$ cat config.mk
export PLATFORM = sky130hd
export DESIGN_NAME = pss_core
export DESIGN_NICKNAME = d
export VERILOG_FILES = /design/src/core/pss_core.v /design/src/core/pss_serializer.v
export VERILOG_INCLUDE_DIRS = /design/src /design/src/inc
export SDC_FILE = /design/constraint.sdc
export NUM_CORES = 1
export LEC_CHECK = 0
export BUFFER_PORTS_ARGS = -buffer_cell sky130_fd_sc_hd__buf_2
export CORE_ASPECT_RATIO = 1.25
export CORE_MARGIN = 2
export CORE_UTILIZATION = 54
export DETAILED_ROUTE_END_ITERATION = 8
export GPL_TIMING_DRIVEN = 0
export PLACE_DENSITY = 0.95
export SYNTH_ARGS = -nofsm -noshare
export SYNTH_HDL_FRONTEND = slang
export SYNTH_SLANG_ARGS = --single-unit
$ cat constraint.sdc
create_clock -name sys_clk -period 7.3 [get_ports sys_clk]
set_input_delay 0.73 -clock sys_clk [delete_from_list [all_inputs] [get_ports sys_clk]]
set_output_delay 0.73 -clock sys_clk [all_outputs]
set_load 0.01 [all_outputs]
$ cat src/inc/pss_regs.vh
// Register offsets, field positions, reset values, step modes and word codes of the stepper sequencer.
`ifndef PSS_REGS_VH
`define PSS_REGS_VH

// Register byte offsets.
`define PSS_CTRL_ADDR        12'h000
`define PSS_STATUS_ADDR      12'h004

// Control register fields and reset value.
`define PSS_CTRL_DRIVE_EN    0
`define PSS_CTRL_RESET       32'h0000_0001

// Status register fields.
`define PSS_STAT_POS_LSB     0
`define PSS_STAT_POS_MSB     4
`define PSS_STAT_MODE_LSB    5
`define PSS_STAT_MODE_MSB    6
`define PSS_STAT_READBACK    7
`define PSS_STAT_BUSY        8
`define PSS_STAT_BOOST       9

// Step modes, coded as {step_select_low, step_select_high}.
`define PSS_MODE_FULL        2'b00
`define PSS_MODE_QUARTER     2'b01
`define PSS_MODE_HALF        2'b10
`define PSS_MODE_EIGHTH      2'b11

// Position index: 8 eighth-steps per full step, 32 per electrical cycle.
`define PSS_POS_W            5
`define PSS_HALF_STEP_PHASE  3'h4

// Serial word: polarity bit and 3-bit current ratio code, sent MSB first.
`define PSS_WORD_W           4
`define PSS_CODE_MAX         3'h7
`define PSS_CODE_FULL        3'h4

`endif

$ cat src/core/pss_core.v
// Stepper sequencer: static mode pins and an input clock become serial bursts for a power driver.
//
// Added by the designer: the register addresses and the APB slave port.
`timescale 1ns/10ps
module pss_core
(
   // System clock, reset and clock enable.
   input  wire        sys_clk,
   input  wire        rst,
   input  wire        ce,
   // APB slave.
   input  wire        psel,
   input  wire        penable,
   input  wire        pwrite,
   input  wire [11:0] paddr,
   input  wire [31:0] pwdata,
   output reg  [31:0] prdata,
   output wire        pready,
   output wire        pslverr,
   // Host pins.
   input  wire        step_clk_in,
   input  wire        counter_reset,
   input  wire        rotation_direction,
   input  wire        step_select_low,
   input  wire        step_select_high,
   input  wire        torque_boost_select,
   output reg         half_step_readback,
   // Power driver pins.
   output wire        ser_clk,
   output wire        ser_data_a,
   output wire        ser_data_b,
   output wire        ser_strobe
);
`include "pss_regs.vh"

   // Two-stage synchronisers for all six host pins.
   reg [5:0] pin_meta;
   reg [5:0] pin_sync;
   reg       clk_in_prev;

   // Pins sampled at each input clock edge while counter_reset is low.
   reg [1:0]  mode;
   reg        boost;
   reg        reset_pending;

   reg [`PSS_POS_W-1:0] pos;
   reg                  drive_en;
   reg                  start;
   reg [3:0]            word_a;
   reg [3:0]            word_b;

   wire       clk_in_s    = pin_sync[0];
   wire       cnt_reset_s = pin_sync[1];
   wire       dir_s       = pin_sync[2];
   wire [1:0] mode_s      = {pin_sync[3], pin_sync[4]};
   wire       boost_s     = pin_sync[5];
   wire       clk_edge    = clk_in_s & ~clk_in_prev;
   wire       ser_busy;

   reg [`PSS_POS_W-1:0] next_pos;
   reg [3:0]            next_word_a;
   reg [3:0]            next_word_b;

   // Ratio code of the sine of k eighth-steps within a quadrant, k = 0..8.
   function [2:0] ratio_code;
      input [3:0] k;
      begin
         if (k >= 4'h7)
            ratio_code = `PSS_CODE_MAX;
         else
            ratio_code = k[2:0];
      end
   endfunction

   // A burst is due when the position lies on the mode's output grid.
   function burst_due;
      input [1:0]            m;
      input [`PSS_POS_W-1:0] p;
      begin
         if (m == `PSS_MODE_FULL)
            burst_due = (p[2:0] == `PSS_HALF_STEP_PHASE);
         else if (m == `PSS_MODE_HALF)
            burst_due = (p[1:0] == 2'b00);
         else if (m == `PSS_MODE_QUARTER)
            burst_due = ~p[0];
         else
            burst_due = 1'b1;
      end
   endfunction

   always @(posedge sys_clk)
   begin
      if (rst)
      begin
         pin_meta    <= 6'h00;
         pin_sync    <= 6'h00;
         clk_in_prev <= 1'b0;
      end
      else if (ce)
      begin
         pin_meta    <= {torque_boost_select, step_select_high, step_select_low,
                         rotation_direction, counter_reset, step_clk_in};
         pin_sync    <= pin_meta;
         clk_in_prev <= clk_in_s;
      end
   end

   // Position moves one eighth-step per input clock edge in every mode.
   always @*
   begin
      if (dir_s)
         next_pos = pos - {{(`PSS_POS_W-1){1'b0}}, 1'b1};
      else
         next_pos = pos + {{(`PSS_POS_W-1){1'b0}}, 1'b1};
   end

   // Words for the position: polarity bit then ratio code for each phase.
   // The selects seen at this edge shape the word, so a new mode reaches the very next burst.
   always @*
   begin
      next_word_a = 4'h0;
      next_word_b = 4'h0;
      if (mode_s == `PSS_MODE_FULL)
      begin
         // Both phases on; boost lifts both from PSS_CODE_FULL to PSS_CODE_MAX.
         next_word_a = {next_pos[4] ^ next_pos[3], boost_s ? `PSS_CODE_MAX : `PSS_CODE_FULL};
         next_word_b = {next_pos[4], boost_s ? `PSS_CODE_MAX : `PSS_CODE_FULL};
      end
      else
      begin
         case (next_pos[4:3])
            2'b00:
            begin
               next_word_a = {1'b0, ratio_code(4'h8 - {1'b0, next_pos[2:0]})};
               next_word_b = {1'b0, ratio_code({1'b0, next_pos[2:0]})};
            end
            2'b01:
            begin
               next_word_a = {1'b1, ratio_code({1'b0, next_pos[2:0]})};
               next_word_b = {1'b0, ratio_code(4'h8 - {1'b0, next_pos[2:0]})};
            end
            2'b10:
            begin
               next_word_a = {1'b1, ratio_code(4'h8 - {1'b0, next_pos[2:0]})};
               next_word_b = {1'b1, ratio_code({1'b0, next_pos[2:0]})};
            end
            default:
            begin
               next_word_a = {1'b0, ratio_code({1'b0, next_pos[2:0]})};
               next_word_b = {1'b1, ratio_code(4'h8 - {1'b0, next_pos[2:0]})};
            end
         endcase
      end
   end

   // Sequencer: runs from the input clock alone, no host help per update.
   always @(posedge sys_clk)
   begin
      if (rst)
      begin
         mode               <= `PSS_MODE_EIGHTH;
         boost              <= 1'b0;
         pos                <= {`PSS_POS_W{1'b0}};
         reset_pending      <= 1'b1;
         start              <= 1'b0;
         word_a             <= 4'h0;
         word_b             <= 4'h0;
         half_step_readback <= 1'b1;
      end
      else if (ce)
      begin
         start <= 1'b0;
         if (cnt_reset_s)
         begin
            // Counter held cleared; the next edge is spent on the reset.
            pos           <= {`PSS_POS_W{1'b0}};
            reset_pending <= 1'b1;
         end
         else if (clk_edge)
         begin
            // Selects are taken at every input clock edge while counter_reset is low.
            mode  <= mode_s;
            boost <= boost_s;
            if (reset_pending)
               reset_pending <= 1'b0;
            else
            begin
               pos                <= next_pos;
               half_step_readback <= (next_pos[2:0] != `PSS_HALF_STEP_PHASE);
               if (burst_due(mode_s, next_pos) && drive_en)
               begin
                  // Burst rate follows from the mode's grid.
                  start  <= 1'b1;
                  word_a <= next_word_a;
                  word_b <= next_word_b;
               end
            end
         end
      end
   end

   pss_serializer u_serializer
   (
      .sys_clk    (sys_clk),
      .rst        (rst),
      .ce         (ce),
      .start      (start),
      .word_a     (word_a),
      .word_b     (word_b),
      .ser_clk    (ser_clk),
      .ser_data_a (ser_data_a),
      .ser_data_b (ser_data_b),
      .ser_strobe (ser_strobe),
      .busy       (ser_busy)
   );

   // APB slave: zero wait states, unmapped addresses answer with an error.
   wire apb_hit_ctrl = (paddr == `PSS_CTRL_ADDR);
   wire apb_hit_stat = (paddr == `PSS_STATUS_ADDR);
   wire apb_access   = psel & penable;

   localparam [31:0] CTRL_RESET = `PSS_CTRL_RESET;

   assign pready  = 1'b1;
   assign pslverr = apb_access & ~apb_hit_ctrl & ~apb_hit_stat;

   always @(posedge sys_clk)
   begin
      if (rst)
         drive_en <= CTRL_RESET[`PSS_CTRL_DRIVE_EN];
      else if (ce && apb_access && pwrite && apb_hit_ctrl)
         drive_en <= pwdata[`PSS_CTRL_DRIVE_EN];
   end

   always @*
   begin
      prdata = 32'h0000_0000;
      if (apb_hit_ctrl)
         prdata[`PSS_CTRL_DRIVE_EN] = drive_en;
      else if (apb_hit_stat)
      begin
         prdata[`PSS_STAT_POS_MSB:`PSS_STAT_POS_LSB]   = pos;
         prdata[`PSS_STAT_MODE_MSB:`PSS_STAT_MODE_LSB] = mode;
         prdata[`PSS_STAT_READBACK]                    = half_step_readback;
         prdata[`PSS_STAT_BUSY]                        = ser_busy;
         prdata[`PSS_STAT_BOOST]                       = boost;
      end
   end
endmodule // pss_core

$ cat src/core/pss_serializer.v
// Serial burst generator: clock, two data lines and strobe towards the power driver.
`timescale 1ns/10ps
module pss_serializer
(
   // Clock and control.
   input  wire       sys_clk,
   input  wire       rst,
   input  wire       ce,
   // Burst request.
   input  wire       start,
   input  wire [3:0] word_a,
   input  wire [3:0] word_b,
   // Driver side.
   output reg        ser_clk,
   output reg        ser_data_a,
   output reg        ser_data_b,
   output reg        ser_strobe,
   output wire       busy
);
`include "pss_regs.vh"

   localparam [2:0] ST_IDLE   = 3'b001;
   localparam [2:0] ST_SHIFT  = 3'b010;
   localparam [2:0] ST_STROBE = 3'b100;

   reg [2:0] state;
   reg [2:0] phase;
   reg [3:0] shift_a;
   reg [3:0] shift_b;

   assign busy = (state != ST_IDLE);

   // Each bit takes two cycles: data set with clock low, then clock high.
   always @(posedge sys_clk)
   begin
      if (rst)
      begin
         state      <= ST_IDLE;
         phase      <= 3'h0;
         shift_a    <= 4'h0;
         shift_b    <= 4'h0;
         ser_clk    <= 1'b0;
         ser_data_a <= 1'b0;
         ser_data_b <= 1'b0;
         ser_strobe <= 1'b0;
      end
      else if (ce)
      begin
         case (state)
            ST_IDLE:
            begin
               ser_strobe <= 1'b0;
               ser_clk    <= 1'b0;
               if (start)
               begin
                  shift_a <= word_a;
                  shift_b <= word_b;
                  phase   <= 3'h0;
                  state   <= ST_SHIFT;
               end
            end
            ST_SHIFT:
            begin
               phase <= phase + 3'h1;
               if (!phase[0])
               begin
                  ser_clk    <= 1'b0;
                  ser_data_a <= shift_a[3];
                  ser_data_b <= shift_b[3];
                  shift_a    <= {shift_a[2:0], 1'b0};
                  shift_b    <= {shift_b[2:0], 1'b0};
               end
               else
               begin
                  ser_clk <= 1'b1;
                  if (phase == 3'h7)
                     state <= ST_STROBE;
               end
            end
            ST_STROBE:
            begin
               ser_clk    <= 1'b0;
               ser_strobe <= 1'b1;
               state      <= ST_IDLE;
            end
            default:
               state <= ST_IDLE;
         endcase
      end
   end
endmodule // pss_serializer

; ---- After elaboration in Yosys (flattened, before gate mapping)
; Index checks and enable logic that the tools add are counted.
[classes]
eq_ne = 17
add_sub_neg = 4
n_lt_le_gt_ge = 2
mux = 43
bitwise_logic = 12
n_reduce_logical = 24
[op_table]
columns = op, count
row1 = $mux 4, 6
row2 = $pmux 4 s3, 2
row3 = $mux 5, 4
row4 = $mux 3, 6
row5 = $mux 1, 16
row6 = $pmux 4 s2, 2
row7 = $eq 12x3->1 const B, 1
row8 = $logic_not 12->1, 1
row9 = $pmux 3 s2, 2
row10 = $reduce_and 3->1, 4
row11 = $reduce_and 4->1, 3
row12 = $mux 10, 1
row13 = $eq 3x3->1 const B, 3
row14 = $mux 9, 1
row15 = $reduce_bool 2->1, 4
row16 = $not 1->1, 7
row17 = $logic_not 2->1, 3
row18 = $ne 2x2->1 const B, 3
row19 = $reduce_and 2->1, 3
row20 = $add 5x1->5 const B, 1
row21 = $reduce_and 5->1, 1
row22 = $sub 5x1->5 const B, 1
row23 = $and 1x1->1, 4
row24 = $eq 2x1->1 const B, 2
row25 = 15 further kinds, 21
[totals]
wordCells = 122
reg_bits = 51
out_inout_bits = 39

; ---- Longest topological paths before layout
[depth]
depth_word = 16
depth_mapped = 10

; ---- By module
; Synthesis repeated with hierarchy kept, for this count alone.
[hier_totals]
hier_cells = 338
hier_area_um2 = 3015.4
[modules_own_cells]
columns = module, instances, cells_per_inst, seq_area_each_um2, area_each_um2
row1 = pss_core, 1, 224, 660.6, 1998.2
row2 = pss_serializer, 1, 114, 360.3, 1017.2

; ---- Worst setup path before layout
; Ideal clock, no wire load.
[synth_path]
path_kind = register to register
start = register pin_sync[2]
end = register word_a[0]
period_less_slack_ps = 2560
arrival_ps = 2429
path_stages_with_launch = 11
path_slack_ps = 4740
setup_ps = 131
path_buffers = 0
cell_sequence = dfxtp_1 -> fa_1 -> a21o_1 -> a21oi_1 -> xnor2_1 -> inv_1 -> ha_1 -> nor4_1 -> o22ai_1 -> a311oi_1 -> o32ai_1
[synth_between]
elab_chain_cells = 12
word_cells_on_any_way = 24
classes_between = add/sub: 1 / order compare: 2 / eq/ne: 3 / mux: 13 / bitwise: 1 / reduce/logical: 4
[synth_lines]
columns = element, line_no
row1 = from (decl), pss_core.v:38  ; reg [5:0] pin_sync;
row2 = from (signal assigned), pss_core.v:103  ; pin_sync <= pin_meta;
row3 = $mux 5 *, pss_core.v:111  ; if (dir_s)
row4 = branches (longest 11 deep; another with $sub 4x3->4), -
row5 = to (signal assigned), pss_core.v:194  ; word_a <= next_word_a;
row6 = to (decl), pss_core.v:49  ; reg [3:0] word_a;
; Mark *: on every way between the ends. The select of a mux whose other input is x is not followed.
; A chain may end at the register's enable or synchronous reset.

; ---- Worst setup path in the final report
[layout_path]
start = register pin_sync[2]
end = register word_b[0]
[layout_between]
elab_chain_cells = 12
word_cells_on_any_way = 24
classes_between = add/sub: 1 / order compare: 2 / eq/ne: 3 / mux: 13 / bitwise: 1 / reduce/logical: 4
[layout_lines]
columns = element, line_no
row1 = $mux 5 *, pss_core.v:111
row2 = branches (longest 11 deep; another with $sub 4x3->4), -
row3 = to (signal assigned), pss_core.v:195  ; word_b <= next_word_b;
row4 = to (decl), pss_core.v:50  ; reg [3:0] word_b;
; Marked as above.

==> impl_metrics.ini <==
[clock_network]
cts_hold_buf = 0
cts_buffer_depth = 2
cts_tree = yes
cts_resized = 0
root_buffer = clkbuf_8
ctsHtreeMaxLevel = 2
numClockSinks = 51
clk_pin_slew_ps = 100
insertion_delay_ps = 310
post_cts_buffers = 0
cts_buffers = 5

[grt]
grt-ovfl-total = 0
antenna_found_initial = 0
grt_max_degree = 17
track_usage_pct = 23.1
grt_pass1_vias = 2370
grt_pass1_wl_um = 10400

[synth]
yosysMostFrequentCell = dfxtp_1
yosys.area.top_type_share_pct = 36.2
synthCells = 326
avgSynthCellArea_um2 = 8.65
synth_commonest_cells = dfxtp_1 (51), nor2_1 (37), a21oi_1 (24), buf_4 (24), mux2i_1 (24)
synth_area_leaders = dfxtp_1 (36%), mux2i_1 (8.5%), buf_4 (6.4%), ha_1 (5.8%), nor2_1 (4.9%)
synth_area_leader_cell = dfxtp_1
synth_edf_count = 0
synth_seq_cells = 51
yosysSeqAreaShare_pct = 36.2
synth_top_flop_cell = dfxtp_1
synthesis.area_um2 = 2820
ys_types = 54
synthArstFlopShare_pct = 0
yosys_warnings = 0

[pwr]
power.share.sequential_pct = 52.0
peakVddDrop_mv = 0.147
comb_power_share_pct = 10.1
p_per_area_nw_per_um2 = 166
power_leakage_nw = 1.54
power_frac_clock_pct = 37.9
switching_share_pct = 23.4
intPower_mw = 0.419
power.total_mw = 0.547
p_switching_mw = 0.128

[place]
port_buffers = 39
place.gp.congestion = 1.01
hpwl_um = 4820

[worst_setup_path]
r2r_setup_slack_ps = 4360
reg2reg_from = pin_sync[2]
rr_worst_depth = 10
worst_path_max_delay_cell = fa_1
cp.arrival_ps = 3120
critPathCaptureType = flip-flop
cp_cell_sequence = fa_1 > a21o_1 > a21oi_1 > xnor2_1 > inv_1 > ha_1 > nor4_1 > o22ai_1 > a311oi_1 > o32ai_1
setup.worst_path.end = word_b[0]
crit_family = compound AO/OA/AOI/OAI gates
critical_path_required_ps = 7480
crit_start = pin_sync[2]
crit_buf_inv = 1
slowest_delay_ps = 500
crit_fanout = 6
critical_path_class = flip-flop to flip-flop
start_kind = flip-flop
path_depth = 10
r2r-end = word_b[0]

[floorplanning]
die_area_um2 = 5820
rows = 29
die_y_um = 84.8
chipWidth_um = 68.7
num_io_pins = 95
start_util_pct = 55.9
core_um2 = 5040

[final_layout]
nFillCells = 416
register_area_um2 = 1020
syn_to_final_growth_pct = 16.8
n_antenna_cell = 0
fin_nets = 463
utilization_pct = 65.3
multi_input_area_um2 = 1580
layout-drive-gt1-share_pct = 21.8

[sta]
slew_headroom_pct = 53.8
clock_skew_ps = 8.04
worst_slew_pin_slew_ps = 686
finalSetupTns_ps = 0
clock.fmax_ghz = 0.340
period_share_pct = 40.3
min_period_ps = 2940
slew_viol_final = 0
rsz0062_at_grt = no
hold_viol = 0
setup_viol = 0

[min_path]
hp-class = flip-flop to flip-flop

[drt]
first_pass_iters = 5
drtAntennaViolNets = 0
viasPerCell = 5.43
route.vias.total = 2474
initialDrtViolationCount = 183
wirelength_um = 6220
wl_per_cell_um = 13.6
route.detailed.drc = 0

[outcome]
status = finished clean

[run]
cap_violations = 0
==> area by class of cell <==
cell class	instances	area share (%)
plain buffers	42	7.90
clock buffers	6	2.51
clock inverters	2	1.18
inverters	11	1.25
multi-input cells	243	47.9
flip-flops and latches	51	31.0
well taps	62	2.35
repair buffers	39	5.92
==> tightest hold or removal path: stages, from the launching register on <==
cell and delay [ps]:
dfxtp_1 320, nand2_1 50, a21oi_1 50
==> how the worst min path moves through the flow <==
stage	start	to	slack [ps]	depth (start not counted)
4_1_cts	u_serializer.phase[2]	u_serializer.phase[2]	470	2
2_1_floorplan	mode[0]	mode[0]	430	2
3_5_place_dp	u_serializer.phase[2]	u_serializer.phase[2]	460	2
6_report	u_serializer.phase[2]	u_serializer.phase[2]	460	2
5_1_grt	u_serializer.phase[1]	u_serializer.phase[1]	500	2
3_3_place_gp	u_serializer.phase[2]	u_serializer.phase[2]	440	2
==> logic make-up after synthesis <==
group | count (synthesis) | share of synthesized area [%]
buf+inv | 53 | 10.7
simple gates | 104 | 19.1
fa+ha+maj | 14 | 6.47
other cells | 2 | 0.266
flops | 51 | 36.2
compound gates | 73 | 17.1
xor+xnor | 4 | 1.24
mux | 25 | 8.91
==> cell usage in the layout, fill, tap and decap left out, types with 2 or more instances in the layout <==
| cell | synthesis | layout |
|---|---|---|
| dfxtp_1 | 51 | 51 |
| buf_2 | 3 | 42 |
| nor2_1 | 37 | 37 |
| a21oi_1 | 24 | 24 |
| mux2i_1 | 24 | 24 |
| buf_4 | 24 | 24 |
| conb_1 | 2 | 23 |
| nand2_1 | 15 | 15 |
| ha_1 | 13 | 13 |
| clkbuf_1 | 12 | 12 |
| a211oi_1 | 11 | 11 |
| inv_1 | 10 | 10 |
| and3_1 | 10 | 10 |
| o21ai_0 | 10 | 10 |
| nand2b_1 | 8 | 8 |
| nor3_1 | 7 | 7 |
| nand3_1 | 6 | 6 |
| clkbuf_8 | 0 | 6 |
| a21o_1 | 5 | 5 |
| a22oi_1 | 4 | 4 |
| a311oi_1 | 4 | 4 |
| nor4_1 | 3 | 3 |
| nor2b_1 | 3 | 3 |
| o32ai_1 | 3 | 3 |
| xor2_1 | 2 | 2 |
| xnor2_1 | 2 | 2 |
| or3b_2 | 2 | 2 |
| nor3b_2 | 2 | 2 |
| o211ai_1 | 2 | 2 |
| or2_2 | 2 | 2 |
==> power groups by stage <==
| stage | Combinational, mW | Sequential [mW] | Clock (mW) |
|---|---|---|---|
| floorplan | 0.0401 | 0.290 | 0 |
| global placement | 0.0529 | 0.291 | 0 |
| detailed placement | 0.0541 | 0.291 | 0 |
| CTS | 0.0543 | 0.285 | 0.209 |
| global route | 0.0613 | 0.285 | 0.222 |
| finish | 0.0553 | 0.285 | 0.207 |
==> metal layers <==
layer  share of wire [%]  up-vias  track usage [%]  routed length (µm)
met3                 4.5       22             3.98                 282
met4                 3.3        0             9.45                 205
li1                    -     1242                -                   -
met5                   0        -                0                   0
met2                  52       79             40.6                3270
met1                  40     1131             26.8                2470
==> flip-flops by register name, summed over array words and instances (netlist names) <==
register                 cells
word_b                       4
pin_meta                     6
clk_in_prev                  1
mode                         2
u_serializer.ser_clk         1
half_step_readback           1
pin_sync                     6
reset_pending                1
u_serializer.ser_data_b      1
start                        1
u_serializer.ser_strobe      1
u_serializer.ser_data_a      1
u_serializer.phase           3
u_serializer.state           3
boost                        1
u_serializer.shift_a         4
word_a                       4
u_serializer.shift_b         4
pos                          5
drive_en                     1
==> metrics by stage <==
step                hold slack (ps)  setup slack, ps  cells  instance area [µm²]
finish                          464             4360    456                 3290
global route                    497             4220    456                 3290
CTS                             471             4390    456                 3290
detailed placement              458             4440    448                 3170
global placement                444             4500    448                 3170
floorplan                       433             4740    347                 2900
No activity file was read; power rests on OpenSTA's default activity.
